`config.mk`:
```
export PLATFORM = sky130hd
export DESIGN_NAME = cet_core_ctl
export DESIGN_NICKNAME = d
export VERILOG_FILES = /design/src/cet_pkg.sv /design/src/cet_core_ctl.sv
export SDC_FILE = /design/constraint.sdc
export NUM_CORES = 1
export LEC_CHECK = 0
export BUFFER_PORTS_ARGS = -buffer_cell sky130_fd_sc_hd__buf_2
export CORE_UTILIZATION = 32
export DETAILED_ROUTE_END_ITERATION = 8
export GPL_ROUTABILITY_DRIVEN = 0
export PLACE_DENSITY_LB_ADDON = 0.12
export SLEW_MARGIN = 10
export SYNTH_ARGS = -nofsm -noshare
export SYNTH_HDL_FRONTEND = slang
export SYNTH_SLANG_ARGS = --single-unit
```
`constraint.sdc`:
```
create_clock -name clk_i -period 5.7 [get_ports clk_i]
set_input_delay 1.425 -clock clk_i [delete_from_list [all_inputs] [get_ports clk_i]]
set_output_delay 1.425 -clock clk_i [all_outputs]
set_load 0.03 [all_outputs]
```
`src/cet_pkg.sv`:
```
// Constants and types shared by the core exception and timing controller
package cet_pkg;
  // Register offsets on the plain register port
  localparam logic [7:0] CET_OFS_SW = 8'h00;
  localparam logic [7:0] CET_OFS_VBR = 8'h04;
  localparam logic [7:0] CET_OFS_MCTL = 8'h08;
  localparam logic [7:0] CET_OFS_STATE = 8'h0c;
  localparam logic [7:0] CET_OFS_SP = 8'h10;
  localparam logic [7:0] CET_OFS_PC = 8'h14;
  // Status word fields and reset values
  localparam int CET_SW_T = 15;
  localparam int CET_SW_S = 13;
  localparam int CET_SW_M = 12;
  localparam int CET_SW_MASK_LO = 8;
  localparam logic [15:0] CET_SW_RST = 16'h2700;
  localparam logic [2:0] CET_MASK_TOP = 3'h7;
  localparam logic [31:0] CET_VBR_RST = 32'h0000_0000;
  // Reset fetch addresses
  localparam logic [31:0] CET_ADR_SP = 32'h0000_0000;
  localparam logic [31:0] CET_ADR_PC = 32'h0000_0004;
  // Vector numbers
  localparam logic [7:0] CET_VEC_RST = 8'h00;
  localparam logic [7:0] CET_VEC_ACC = 8'h02;
  localparam logic [7:0] CET_VEC_ADR = 8'h03;
  localparam logic [7:0] CET_VEC_SPUR = 8'h18;
  localparam logic [7:0] CET_VEC_TRAP = 8'h20;
  // Store resource busy window in cycles
  localparam logic [1:0] CET_STORE_BUSY = 2'h2;
  // Operand sizes
  localparam logic [1:0] CET_SZ_BYTE = 2'h0;
  localparam logic [1:0] CET_SZ_WORD = 2'h1;
  localparam logic [1:0] CET_SZ_LONG = 2'h2;

  // Move addressing classes; PC-relative forms use the An-relative class
  typedef enum logic [1:0] {
    CET_EA_REG = 2'h0,
    CET_EA_MEM = 2'h1,
    CET_EA_IDX = 2'h2,
    CET_EA_IMM = 2'h3
  } cet_ea_t;

  typedef enum logic [2:0] {
    CET_ST_RSP = 3'b000,
    CET_ST_RPC = 3'b001,
    CET_ST_RUN = 3'b011,
    CET_ST_IACK = 3'b010,
    CET_ST_HALT = 3'b110
  } cet_state_t;

  // Timing answer: C(r/w)
  typedef struct packed {
    logic [3:0] cyc;
    logic [1:0] rd;
    logic [1:0] wr;
  } cet_time_t;

  // Whole controller state
  typedef struct packed {
    cet_state_t st;
    logic [15:0] sw;
    logic [31:0] vector_base_reg;
    logic mctl;
    logic [31:0] sp;
    logic [31:0] pc;
    logic [7:0] vec;
    logic [31:0] vaddr;
    logic take;
    logic in_exc;
    logic pre_first;
    logic [1:0] busy;
    logic [31:0] rdata;
    cet_time_t mv;
    cet_time_t mis;
    logic [1:0] nacc;
  } cet_state_s_t;
endpackage : cet_pkg

```
`src/cet_core_ctl.sv`:
```
// Core exception sequencer, store stall and instruction timing logic
// Overview of operation
// RQ1: A software trap instruction always enters exception processing.
// RQ2: Interrupts are recognised, then the device's 8-bit vector is fetched.
// RQ3: Any fault during another fault's exception halts the core until reset.
// RQ4: Reset raises vector zero, top priority, aborting all work.
// RQ5: Reset sets supervisor, clears trace and M bit, mask to seven.
// RQ6: Reset clears vector base and disables attached memory control.
// RQ7: After bus grant, read stack pointer at 0, program counter at 4.
// RQ8: Access or address error before first instruction halts the core.
// RQ9: Cycle counts include operand traffic; read-modify-write is one each.
// RQ10: Stores keep resources busy two clocks; next store stalls.
// RQ11: Multiple-register moves skip the consecutive store stall.
// RQ12: Misaligned word or long operands split into aligned accesses.
// RQ13: Odd word: two bytes, read 2(1/0), write 1(0/1) extra.
// RQ14: Odd long: byte, word, byte; read 3(2/0), write 2(0/2).
// RQ15: Long at address 10: two words; read 2(1/0), write 1(0/1).
// RQ16: PC-relative modes cost the same as An-relative modes.
// RQ17: Byte and word move cycle counts per source and destination.
// RQ18: Longword move cycle counts per source and destination.
// RQ19: Bus error termination raises access error vector two.
// RQ20: Halted core issues no bus cycles and ignores interrupts.
//
// Design decisions made here: the strobed register port and the register addresses.
`timescale 1ns/1ps
module cet_core_ctl (
  input wire logic clk_i,
  input wire logic sys_rst_i,
  input wire logic [7:0] reg_addr_i,
  input wire logic [31:0] reg_wdata_i,
  input wire logic reg_wr_i,
  input wire logic reg_rd_i,
  output logic [31:0] reg_rdata_o,
  input wire logic bus_grant_i,
  input wire logic bus_ext_busy_i,
  input wire logic bus_ack_i,
  input wire logic bus_err_i,
  input wire logic [31:0] bus_rdata_i,
  output logic bus_req_o,
  output logic bus_iack_o,
  output logic [31:0] bus_addr_o,
  input wire logic [2:0] irq_lvl_i,
  input wire logic ex_trap_i,
  input wire logic [3:0] ex_trap_num_i,
  input wire logic ex_acc_err_i,
  input wire logic ex_addr_err_i,
  input wire logic ex_exc_done_i,
  input wire logic ex_first_done_i,
  input wire logic ex_store_i,
  input wire logic ex_multi_i,
  output logic ex_stall_o,
  input wire logic mv_valid_i,
  input wire logic mv_long_i,
  input wire cet_pkg::cet_ea_t mv_src_i,
  input wire cet_pkg::cet_ea_t mv_dst_i,
  input wire logic op_valid_i,
  input wire logic [1:0] op_addr_i,
  input wire logic [1:0] op_size_i,
  input wire logic op_write_i,
  output cet_pkg::cet_time_t mv_time_o,
  output cet_pkg::cet_time_t mis_time_o,
  output logic [1:0] mis_accesses_o,
  output logic exc_take_o,
  output logic [7:0] exc_vec_o,
  output logic [31:0] exc_addr_o,
  output logic [15:0] status_word_o,
  output logic [31:0] vector_base_reg_o,
  output logic mem_enable_o,
  output logic [31:0] sp_o,
  output logic [31:0] pc_o,
  output logic halted_o
);
  import cet_pkg::*;

  cet_state_s_t r;
  cet_state_s_t next_r;
  logic irq_pend;
  logic fault;
  logic stall;
  logic [7:0] trap_vec;
  logic [31:0] rd_mux;
  cet_time_t mv_t;
  cet_time_t mis_t;
  logic [1:0] mis_n;
  logic [3:0] mv_base;

  // Interrupt is pending above the mask; level seven cannot be masked
  assign irq_pend = (irq_lvl_i > r.sw[CET_SW_MASK_LO +: 3]) ||
                    (irq_lvl_i == CET_MASK_TOP);
  assign fault = ex_acc_err_i || ex_addr_err_i;
  assign trap_vec = CET_VEC_TRAP + {4'h0, ex_trap_num_i};
  // A new store waits while the previous store's resources are busy
  assign stall = ex_store_i && !ex_multi_i && (r.busy != 2'h0); // RQ10 RQ11

  // Move timing; memory source costs three for byte/word, two for long
  always_comb begin
    mv_base = mv_long_i ? 4'h2 : 4'h3; // RQ17 RQ18
    mv_t = '{cyc: 4'h1, rd: 2'h0, wr: 2'h0};
    unique case (mv_src_i) // RQ16
      CET_EA_REG: begin
        mv_t.cyc = (mv_dst_i == CET_EA_IDX) ? 4'h2 : 4'h1;
      end
      CET_EA_MEM: begin
        mv_t.cyc = mv_base + ((mv_dst_i == CET_EA_IDX) ? 4'h1 : 4'h0);
        mv_t.rd = 2'h1;
      end
      CET_EA_IDX: begin
        mv_t.cyc = mv_base + 4'h1;
        mv_t.rd = 2'h1;
      end
      CET_EA_IMM: begin
        mv_t.cyc = (mv_dst_i == CET_EA_REG) ? 4'h1 : mv_base;
      end
    endcase
    // Each memory destination is one operand write; RMW counts (1/1)
    if (mv_dst_i != CET_EA_REG) begin
      mv_t.wr = 2'h1; // RQ9
    end
  end

  // Misaligned operand decomposition into aligned pieces
  always_comb begin
    mis_t = '{cyc: 4'h0, rd: 2'h0, wr: 2'h0};
    mis_n = 2'h1;
    if (op_size_i == CET_SZ_WORD && op_addr_i[0]) begin
      mis_n = 2'h2; // RQ12 RQ13
      mis_t.cyc = op_write_i ? 4'h1 : 4'h2;
      mis_t.rd = op_write_i ? 2'h0 : 2'h1;
      mis_t.wr = op_write_i ? 2'h1 : 2'h0;
    end else if (op_size_i == CET_SZ_LONG && op_addr_i[0]) begin
      mis_n = 2'h3; // RQ12 RQ14
      mis_t.cyc = op_write_i ? 4'h2 : 4'h3;
      mis_t.rd = op_write_i ? 2'h0 : 2'h2;
      mis_t.wr = op_write_i ? 2'h2 : 2'h0;
    end else if (op_size_i == CET_SZ_LONG && op_addr_i == 2'h2) begin
      mis_n = 2'h2; // RQ12 RQ15
      mis_t.cyc = op_write_i ? 4'h1 : 4'h2;
      mis_t.rd = op_write_i ? 2'h0 : 2'h1;
      mis_t.wr = op_write_i ? 2'h1 : 2'h0;
    end
  end

  // Register read mux; unmapped offsets read as zero
  always_comb begin
    unique case (reg_addr_i)
      CET_OFS_SW: rd_mux = {16'h0, r.sw};
      CET_OFS_VBR: rd_mux = r.vector_base_reg;
      CET_OFS_MCTL: rd_mux = {31'h0, r.mctl};
      CET_OFS_STATE: rd_mux = {16'h0, r.vec, 2'h0, r.pre_first,
                               r.in_exc, r.st == CET_ST_HALT, r.st};
      CET_OFS_SP: rd_mux = r.sp;
      CET_OFS_PC: rd_mux = r.pc;
      default: rd_mux = 32'h0;
    endcase
  end

  // Next-state logic for the whole controller
  always_comb begin
    next_r = r;
    next_r.take = 1'b0;
    next_r.rdata = reg_rd_i ? rd_mux : 32'h0;
    next_r.busy = (r.busy != 2'h0) ? r.busy - 2'h1 : 2'h0;
    // The busy window starts after the store's last data cycle
    if (ex_store_i && !ex_multi_i && !stall) begin
      next_r.busy = CET_STORE_BUSY; // RQ10
    end
    if (mv_valid_i) begin
      next_r.mv = mv_t;
    end
    if (op_valid_i) begin
      next_r.mis = mis_t;
      next_r.nacc = mis_n;
    end
    if (reg_wr_i && r.st != CET_ST_HALT) begin
      unique case (reg_addr_i)
        CET_OFS_SW: next_r.sw = reg_wdata_i[15:0];
        CET_OFS_VBR: next_r.vector_base_reg = reg_wdata_i;
        CET_OFS_MCTL: next_r.mctl = reg_wdata_i[0];
        default: ;
      endcase
    end
    if (ex_first_done_i) begin
      next_r.pre_first = 1'b0;
    end
    if (ex_exc_done_i) begin
      next_r.in_exc = 1'b0;
    end
    unique case (r.st)
      CET_ST_RSP, CET_ST_RPC: begin
        // Reset fetch of stack pointer then program counter
        if (bus_err_i) begin
          next_r.st = CET_ST_HALT; // RQ8
        end else if (bus_ack_i && r.st == CET_ST_RSP) begin
          next_r.sp = bus_rdata_i; // RQ7
          next_r.st = CET_ST_RPC;
          next_r.vaddr = CET_ADR_PC;
        end else if (bus_ack_i) begin
          next_r.pc = bus_rdata_i; // RQ7
          next_r.st = CET_ST_RUN;
        end
      end
      CET_ST_RUN: begin
        // Faults beat traps, traps beat interrupts
        if (fault && (r.in_exc || r.pre_first)) begin
          next_r.st = CET_ST_HALT; // RQ3 RQ8
        end else if (fault) begin
          next_r.vec = ex_acc_err_i ? CET_VEC_ACC : CET_VEC_ADR; // RQ19
          next_r.take = 1'b1;
          next_r.in_exc = 1'b1;
        end else if (ex_trap_i) begin
          next_r.vec = trap_vec; // RQ1
          next_r.take = 1'b1;
          next_r.in_exc = 1'b1;
        end else if (irq_pend && !r.in_exc && !r.pre_first) begin
          next_r.st = CET_ST_IACK; // RQ2
          next_r.vaddr = {29'h0, irq_lvl_i};
        end
      end
      CET_ST_IACK: begin
        // Device supplies the vector; an error answer is spurious
        if (bus_ack_i || bus_err_i) begin
          next_r.vec = bus_err_i ? CET_VEC_SPUR : bus_rdata_i[7:0]; // RQ2
          next_r.sw[CET_SW_MASK_LO +: 3] = r.vaddr[2:0];
          next_r.take = 1'b1;
          next_r.in_exc = 1'b1;
          next_r.st = CET_ST_RUN;
        end else if (fault) begin
          next_r.st = CET_ST_HALT; // RQ3
        end
      end
      CET_ST_HALT: begin
        next_r.st = CET_ST_HALT; // RQ3 RQ20
      end
      default: next_r.st = CET_ST_HALT;
    endcase
    if (next_r.take) begin
      next_r.sw[CET_SW_S] = 1'b1;
      next_r.sw[CET_SW_T] = 1'b0;
    end
    // Reset overrides everything and is the only way out of a halt
    if (sys_rst_i) begin
      next_r = '0; // RQ4
      next_r.st = CET_ST_RSP;
      next_r.vec = CET_VEC_RST; // RQ4
      next_r.sw = CET_SW_RST; // RQ5
      next_r.vector_base_reg = CET_VBR_RST; // RQ6
      next_r.mctl = 1'b0; // RQ6
      next_r.vaddr = CET_ADR_SP; // RQ7
      next_r.pre_first = 1'b1;
    end
  end

  // Single state register
  always_ff @(posedge clk_i) begin
    r <= next_r;
  end

  // Bus request only once granted and no other master is active
  assign bus_req_o = (r.st == CET_ST_RSP || r.st == CET_ST_RPC ||
                      r.st == CET_ST_IACK) && bus_grant_i &&
                     !bus_ext_busy_i; // RQ7 RQ20
  assign bus_iack_o = (r.st == CET_ST_IACK) && bus_grant_i &&
                      !bus_ext_busy_i;
  assign bus_addr_o = r.vaddr;
  assign ex_stall_o = stall;
  assign reg_rdata_o = r.rdata;
  assign mv_time_o = r.mv;
  assign mis_time_o = r.mis;
  assign mis_accesses_o = r.nacc;
  assign exc_take_o = r.take;
  assign exc_vec_o = r.vec;
  assign exc_addr_o = r.vector_base_reg + {22'h0, r.vec, 2'h0};
  assign status_word_o = r.sw;
  assign vector_base_reg_o = r.vector_base_reg;
  assign mem_enable_o = r.mctl;
  assign sp_o = r.sp;
  assign pc_o = r.pc;
  assign halted_o = (r.st == CET_ST_HALT);

  // Checks next to the logic
  a_trap_enters: assert property (@(posedge clk_i) disable iff (sys_rst_i)
    ex_trap_i && !fault && r.st == CET_ST_RUN |=> exc_take_o &&
    exc_vec_o == $past(trap_vec)) else $error("trap not taken"); // RQ1
  a_iack_vector: assert property (@(posedge clk_i) disable iff (sys_rst_i)
    r.st == CET_ST_IACK && bus_ack_i && !bus_err_i |=> exc_take_o &&
    exc_vec_o == $past(bus_rdata_i[7:0])) else $error("bad iack vec"); // RQ2
  a_halt_sticks: assert property (@(posedge clk_i) disable iff (sys_rst_i)
    halted_o |=> halted_o && !bus_req_o && !exc_take_o)
    else $error("halt left"); // RQ3
  a_reset_values: assert property (@(posedge clk_i)
    sys_rst_i |=> status_word_o == CET_SW_RST && vector_base_reg_o == 32'h0
    && !mem_enable_o && exc_vec_o == CET_VEC_RST)
    else $error("reset values wrong"); // RQ5
  a_reset_fetch: assert property (@(posedge clk_i) disable iff (sys_rst_i)
    r.st == CET_ST_RSP && bus_ack_i && !bus_err_i |=> r.st == CET_ST_RPC &&
    bus_addr_o == CET_ADR_PC && sp_o == $past(bus_rdata_i))
    else $error("sp fetch wrong"); // RQ7
  a_early_fault: assert property (@(posedge clk_i) disable iff (sys_rst_i)
    r.st == CET_ST_RUN && r.pre_first && fault |=> halted_o)
    else $error("early fault not halted"); // RQ8
  a_store_window: assert property (@(posedge clk_i) disable iff (sys_rst_i)
    ex_store_i && !ex_multi_i && !stall ##1 ex_store_i && !ex_multi_i
    |-> ex_stall_o) else $error("store not stalled"); // RQ10
  a_multi_free: assert property (@(posedge clk_i) disable iff (sys_rst_i)
    ex_multi_i |-> !ex_stall_o) else $error("multi move stalled"); // RQ11
  a_odd_long: assert property (@(posedge clk_i) disable iff (sys_rst_i)
    op_valid_i && op_size_i == CET_SZ_LONG && op_addr_i[0] && !op_write_i
    |=> mis_time_o.cyc == 4'h3 && mis_time_o.rd == 2'h2 &&
    mis_accesses_o == 2'h3) else $error("odd long split wrong"); // RQ14
  a_move_long: assert property (@(posedge clk_i) disable iff (sys_rst_i)
    mv_valid_i && mv_long_i && mv_src_i == CET_EA_MEM &&
    mv_dst_i == CET_EA_MEM |=> mv_time_o.cyc == 4'h2 && mv_time_o.rd == 2'h1
    && mv_time_o.wr == 2'h1) else $error("long move time wrong"); // RQ18
  a_acc_vector: assert property (@(posedge clk_i) disable iff (sys_rst_i)
    r.st == CET_ST_RUN && ex_acc_err_i && !r.in_exc && !r.pre_first
    |=> exc_vec_o == CET_VEC_ACC && exc_take_o)
    else $error("access error vector"); // RQ19
  // Fault paths into the halted state, both during fetch and in exceptions
  a_fetch_error: assert property (@(posedge clk_i) disable iff (sys_rst_i)
    (r.st == CET_ST_RSP || r.st == CET_ST_RPC) && bus_err_i |=> halted_o)
    else $error("fetch error not halted"); // RQ8
  a_fault_halt: assert property (@(posedge clk_i) disable iff (sys_rst_i)
    r.st == CET_ST_RUN && fault && r.in_exc |=> halted_o)
    else $error("fault on fault not halted"); // RQ3
  // Split figures for the other misaligned shapes, then the short move time
  a_odd_word: assert property (@(posedge clk_i) disable iff (sys_rst_i)
    op_valid_i && op_size_i == CET_SZ_WORD && op_addr_i[0] && op_write_i
    |=> mis_time_o.cyc == 4'h1 && mis_time_o.wr == 2'h1 &&
    mis_time_o.rd == 2'h0 && mis_accesses_o == 2'h2)
    else $error("odd word split wrong"); // RQ13
  a_long_halves: assert property (@(posedge clk_i) disable iff (sys_rst_i)
    op_valid_i && op_size_i == CET_SZ_LONG && op_addr_i == 2'h2 &&
    !op_write_i |=> mis_time_o.cyc == 4'h2 && mis_time_o.rd == 2'h1 &&
    mis_accesses_o == 2'h2) else $error("long halves wrong"); // RQ15
  a_move_short: assert property (@(posedge clk_i) disable iff (sys_rst_i)
    mv_valid_i && !mv_long_i && mv_src_i == CET_EA_MEM &&
    mv_dst_i == CET_EA_REG |=> mv_time_o.cyc == 4'h3 &&
    mv_time_o.rd == 2'h1 && mv_time_o.wr == 2'h0)
    else $error("short move time wrong"); // RQ17
  // Read data must not linger, a read without a strobe returns zero; iack only with a bus request
  a_rdata_idle: assert property (@(posedge clk_i) disable iff (sys_rst_i)
    !reg_rd_i |=> reg_rdata_o == 32'h0) else $error("read data lingers");
  a_iack_gate: assert property (@(posedge clk_i) disable iff (sys_rst_i)
    bus_iack_o |-> bus_req_o) else $error("iack without request"); // RQ2
  // Reset must drop a halt and any pending entry
  a_reset_clear: assert property (@(posedge clk_i)
    sys_rst_i |=> !halted_o && !exc_take_o && !bus_iack_o)
    else $error("reset left state"); // RQ4
endmodule : cet_core_ctl

```
==> impl_metrics.py, run 1 <==
metrics = {
    "synth": {
        "netlist_instances": 1191,
        "synth_async_sr_flop_share": 0,
        "ys_seq_area_frac": 0.366,
        "yosysTopAreaCell": "dfxtp_1",
        "yosys_register_bits": 177,
        "yosys_warnings": 0,
        "synth_cell_type_count": 64,
        "synth.avg_cell_area_um2": 8.13,
        "ys_top_cells_by_area": "dfxtp_1 37%, buf_4 16%, nand2_1 8.9%",
        "yosys_most_used_dff": "dfxtp_1",
        "synth_top_area_share": 0.366,
        "synth_edf_count": 0,
        "syn_area_um2": 9690,
    },
    "run": {
        "maxCapViolCount": 0,
    },
    "clock_tree": {
        "cts-resized-gates": 0,
        "cts_tree": "done",
        "cts.path.max_buffers": 2,
        "clockRootBuffer": "clkbuf_16",
        "clk_pin_slew_ns": 0.07,
        "clk-insertion-delay-late_ns": 0.43,
        "hold_buffers": 0,
        "htreeDepth": 4,
        "cts.sinks": 177,
        "numCtsBuffers": 17,
        "post_cts_buffers": 0,
    },
    "timing": {
        "period_share": 0.759,
        "fmax_mhz": 231,
        "tightest_slew_ns": 1.11,
        "finalHoldViolCount": 0,
        "setup_violations": 0,
        "rsz0062_at_grt": "no",
        "max_slew_margin": 0.258,
        "drv_slew": 0,
        "fin_setup_tns_ns": 0,
        "worst_slack_ns": 1.37,
        "whs_ns": 0.468,
        "clock_skew_ns": 0.0156,
        "fin_crit_ns": 4.33,
    },
    "worst_setup_path": {
        "critical-path-top-delay-family": "simple AND/OR/NAND/NOR gates",
        "critPathBufInv": 1,
        "crit_arrival_ns": 2.90,
        "critPathSlowestCell": "dfxtp_1",
        "critPathCaptureType": "output port",
        "crit_chain": "ha_1 -> a21o_1 -> a21oi_1 -> nand3_1 -> nand4_1 -> xnor2_1 -> buf_2",
        "cp.required_ns": 4.28,
        "path_class": "reg -> out",
        "cp-start-kind": "register",
        "crit_fanout": 11,
        "critPathMaxStageDelay_ns": 0.51,
        "r2r-start": "r[209]",
        "critical_path.startpoint": "vector_base_reg_o[5]",
    },
    "detailed_routing": {
        "routed_wire_length_per_instance_um": 19.4,
        "drtIter0Drc": 521,
        "ant_nets": 0,
        "vias": 8229,
        "via_per_inst": 4.85,
        "finalWirelength_um": 33000,
        "dr.pass1.iters": 4,
        "drc": 0,
    },
    "hold_path": {
        "hold_class": "reg -> reg",
        "holdCritStartpoint": "pc_o[17]",
    },
    "grt": {
        "grt-ovfl-total": 0,
        "grt_pass1_vias": 7584,
        "antenna_found_initial": 2,
        "grtUsageTotal": 0.208,
        "grt_max_degree": 73,
        "grt_pass1_wl_um": 48100,
    },
    "run_status": {
        "outcome": "finished clean",
    },
    "final_layout": {
        "nNetsFinal": 1414,
        "layout_common_cells": "310 x buf_2, 229 x nand2_1, 177 x dfxtp_1",
        "seq_area_um2": 3540,
        "area_delta_synth_final_pct": 10.6,
        "final_common_cell": "buf_2",
        "multiInputGateArea_um2": 4420,
        "drive_gt1_frac": 0.330,
        "n_fill_cell": 3231,
    },
    "floorplanning": {
        "die_w_um": 176,
        "initial_utilization": 0.326,
        "dieArea_um2": 31000,
        "fp.dieH_um": 176,
        "core-area_um2": 29700,
        "row_count": 63,
        "io_pins": 346,
    },
    "placement": {
        "dp_slack_ns": 1.48,
        "io_buffer_count": 311,
        "dp_hpwl_um": 23900,
    },
    "pwr": {
        "p_leak_nw": 4.66,
        "p_per_area_nw_per_um2": 262,
        "ir_drop_uv": 177,
    },
}
final cells by class:
| type | count | share of cell area |
|---|---|---|
| Multi-Input combinational cell | 764 | 0.413 |
| Tap cell | 390 | 0.0455 |
| Timing Repair Buffer | 320 | 0.152 |
| Inverter | 12 | 0.00420 |
| Sequential cell | 177 | 0.331 |
| Clock buffer | 19 | 0.0404 |
| Clock inverter | 13 | 0.0142 |
| Antenna cell | 2 | 0.000467 |
cell families (layout without fill, tap and decap cells):
family / count (synthesis) / count (layout) / share of synthesized area
AO/OA/AOI/OAI: 221 / 221 / 0.146
other: 1 / 36 / 0.000387
AND/OR/NAND/NOR: 429 / 429 / 0.202
flip-flops: 177 / 177 / 0.366
buffers and inverters: 283 / 364 / 0.194
adder cells (fa/ha/maj): 16 / 16 / 0.0214
XOR/XNOR: 26 / 26 / 0.0235
multiplexers: 38 / 38 / 0.0471
registers in the layout (all words and copies together), names as in the netlist:
signal,count
pc_o,32
reg_rdata_o,32
sp_o,32
vector_base_reg_o,32
status_word_o,16
exc_vec_o,8
r,7
mis_time_o,6
mv_time_o,5
bus_addr_o,3
mis_accesses_o,2
exc_take_o,1
mem_enable_o,1
cell usage after synthesis (6+ instances only):
master and count:
a21oi_1 118, a21oi_2 18, a221oi_1 14, a22oi_1 29
buf_1 6, buf_2 9, buf_4 204, clkbuf_1 47
dfxtp_1 177, ha_1 15, inv_1 11, mux2_2 31
nand2_1 229, nand2_2 20, nand2b_1 9, nand3_1 19
nand3b_1 6, nand4_1 8, nor2_1 71, nor2b_1 7
nor3_1 16, nor4_1 8, o21ai_0 6, xnor2_1 24
worst min-delay path, cell delays in order, from the launching register on:
cell and delay (ns):
dfxtp_1 0.32, nand2_1 0.05, a21oi_1 0.05
path summary, 6_finish.rpt:
check,to,slack [ns],depth (start not counted)
max,exc_addr_o[17],1.37,7
min reg2reg,pc_o[17],0.47,2
min,pc_o[17],0.47,2
max reg2reg,exc_vec_o[1],3.07,5
power by group:
| group | internal (W) | switching (W) | leakage (nW) |
|---|---|---|---|
| registers | 0.00126 | 0.0000306 | 1.43 |
| logic | 0.0000946 | 0.000226 | 2.95 |
| clock network | 0.000657 | 0.000543 | 0.280 |
stage by stage:
step | instances | cell area (µm²) | total power [W] | util
after global placement | 1663 | 10100 | 0.00164 | 0.341
after CTS | 1695 | 10700 | 0.00284 | 0.360
after floorplan | 1224 | 9810 | 0.00156 | -
final | 1697 | 10700 | 0.00281 | 0.360
after detailed placement | 1663 | 10100 | 0.00164 | 0.341
after global routing | 1697 | 10700 | 0.00293 | 0.360
metal layers:
layer | vias up | global-route usage | wire [µm]
li1 | 3996 | - | -
met1 | 3908 | 0.283 | 15300
met2 | 296 | 0.334 | 15400
met3 | 29 | 0.0413 | 1750
met4 | 0 | 0.0576 | 533
met5 | - | 0 | 0
Power figures use the tool's default switching activity.
==> run 2: changes to the inputs <==
==> constraint.sdc (replaced) <==
create_clock -name clk_i -period 4.1 [get_ports clk_i]
set_input_delay 1.025 -clock clk_i [delete_from_list [all_inputs] [get_ports clk_i]]
set_output_delay 1.025 -clock clk_i [all_outputs]
set_load 0.03 [all_outputs]
==> impl_metrics.py, run 2 (synthesis gave the netlist of run 1 again) <==
metrics = {
    "detailed_routing": {
        "wl_met3_um": 2230,
        "finalWirelength_um": 33400,
        "drc": 0,
        "vias": 8387,
        "via_per_inst": 4.91,
        "routed_wire_length_per_instance_um": 19.5,
        "top_layer": "met5",
        "wl_met1_um": 15400,
        "drtIter0Drc": 550,
        "wl_met2_um": 15200,
        "ant_nets": 0,
        "dr.pass1.iters": 5,
    },
    "worst_setup_path": {
        "crit_end": "exc_addr_o[24]",
        "path_class": "reg -> out",
        "cp.required_ns": 3.07,
        "critical_path.startpoint": "exc_vec_o[0]",
        "cp-start-kind": "register",
        "critPathCaptureType": "output port",
        "crit_arrival_ns": 2.83,
        "reg2reg_to": "exc_vec_o[0]",
        "crit_fanout": 8,
        "reg2reg_slack_ns": 1.38,
        "r2r-start": "r[209]",
        "reg2regPathDepth": 5,
    },
    "clock_tree": {
        "clk_pin_slew_ns": 0.07,
        "hold_buffers": 0,
        "htreeDepth": 4,
        "clockRootBuffer": "clkbuf_16",
        "numCtsBuffers": 17,
        "cts.sinks": 177,
        "clk-insertion-delay-late_ns": 0.44,
        "post_cts_buffers": 0,
        "cts.path.max_buffers": 2,
        "cts_tree": "done",
        "cts-resized-gates": 0,
    },
    "timing": {
        "fmax_mhz": 260,
        "clock_skew_ns": 0.0154,
        "rsz0062_at_grt": "no",
        "tightest_slew_ns": 1.04,
        "fin_crit_ns": 3.85,
        "drv_slew": 0,
        "fin_setup_tns_ns": 0,
        "whs_ns": 0.468,
        "period_share": 0.939,
        "setup_violations": 0,
        "max_slew_margin": 0.308,
        "finalHoldViolCount": 0,
    },
    "final_layout": {
        "n_fill_cell": 3219,
        "fin_area_um2": 10800,
        "final_common_cell": "buf_2",
        "seq_area_um2": 3540,
        "nNetsFinal": 1424,
        "drive_gt1_frac": 0.337,
        "area_delta_synth_final_pct": 11.5,
        "multiInputGateArea_um2": 4420,
        "utilization": 0.364,
        "layout_common_cells": "310 x buf_2, 229 x nand2_1, 177 x dfxtp_1",
    },
    "pwr": {
        "p_int_w": 0.00276,
        "p_leak_nw": 4.73,
        "total_power_w": 0.00393,
        "p_per_area_nw_per_um2": 363,
        "sequentialPowerShare": 0.457,
        "pwr-share-clk": 0.428,
        "p_sw_w": 0.00117,
        "pwr-share-comb": 0.115,
        "switching_share": 0.298,
        "ir_drop_uv": 256,
    },
    "grt": {
        "grt_pass1_wl_um": 49500,
        "grt_pass1_vias": 7895,
        "grtUsageTotal": 0.214,
        "grt-ovfl-total": 0,
        "antenna_found_initial": 4,
        "grt_max_degree": 79,
    },
    "run_status": {
        "outcome": "finished clean",
    },
    "floorplanning": {
        "core-area_um2": 29700,
        "initial_utilization": 0.326,
        "row_count": 63,
        "io_pins": 346,
        "dieArea_um2": 31000,
        "die_w_um": 176,
        "fp.dieH_um": 176,
    },
    "placement": {
        "placed_area_um2": 10200,
        "io_buffer_count": 311,
        "dp_hpwl_um": 24400,
    },
    "hold_path": {
        "hold_class": "reg -> reg",
    },
    "run": {
        "maxCapViolCount": 0,
    },
}
-- run 2: cell types whose count changed in the layout (fill, tap and decap cells not counted), moves of 2 or more --
cell / change
buf_4: +9
inv_8: +2
inv_6: +2
clkinv_8: +2
clkbuf_1: -2
clkinv_4: -3
-- run 2: power groups by stage --
stage          combinational, W  sequential, W  clock, W
3_5_place_dp           0.000452        0.00183         0
4_1_cts                0.000453        0.00179   0.00173
2_1_floorplan          0.000349        0.00182         0
5_1_grt                0.000486        0.00180   0.00181
3_3_place_gp           0.000453        0.00183         0
6_report               0.000451        0.00179   0.00168
-- run 2: area by class of cell --
type / instances / area share
multi-input cells: 764 / 0.409
flip-flops and latches: 177 / 0.328
repair buffers: 330 / 0.159
well taps: 390 / 0.0452
clock buffers: 17 / 0.0394
clock inverters: 15 / 0.0154
inverters: 12 / 0.00417
diodes: 2 / 0.000463
-- run 2: worst max-delay path, cell delays in order (launching register included) --
cell      delay (ns)
dfxtp_1         0.49
ha_1            0.24
fa_1            0.25
a21oi_1         0.11
o211ai_1        0.24
and3b_1         0.50
nand4_1         0.18
xnor2_1         0.16
buf_2           0.21
-- run 2: worst min path at each step --
stage,start,endpoint,slack [ns],cells past startpoint
after floorplan,mv_time_o[6],mv_time_o[6],0.44,2
after global placement,mv_time_o[6],mv_time_o[6],0.45,2
after detailed placement,mis_time_o[1],mis_time_o[1],0.46,2
after CTS,mis_time_o[1],mis_time_o[1],0.47,2
after global routing,mis_time_o[1],mis_time_o[1],0.49,2
final,mis_time_o[1],mis_time_o[1],0.47,2
-- run 2: through the flow --
stage	setup WS, ns	instances
final	0.249	1707
after global routing	0.0663	1707
after CTS	0.205	1705
after detailed placement	0.689	1673
after global placement	0.701	1673
after floorplan	1.01	1224
-- run 2: metal layers --
| metal | GRT usage | vias up |
|---|---|---|
| li1 | - | 4019 |
| met1 | 0.291 | 3987 |
| met2 | 0.338 | 347 |
| met3 | 0.0474 | 30 |
| met4 | 0.0601 | 4 |
| met5 | 0 | - |
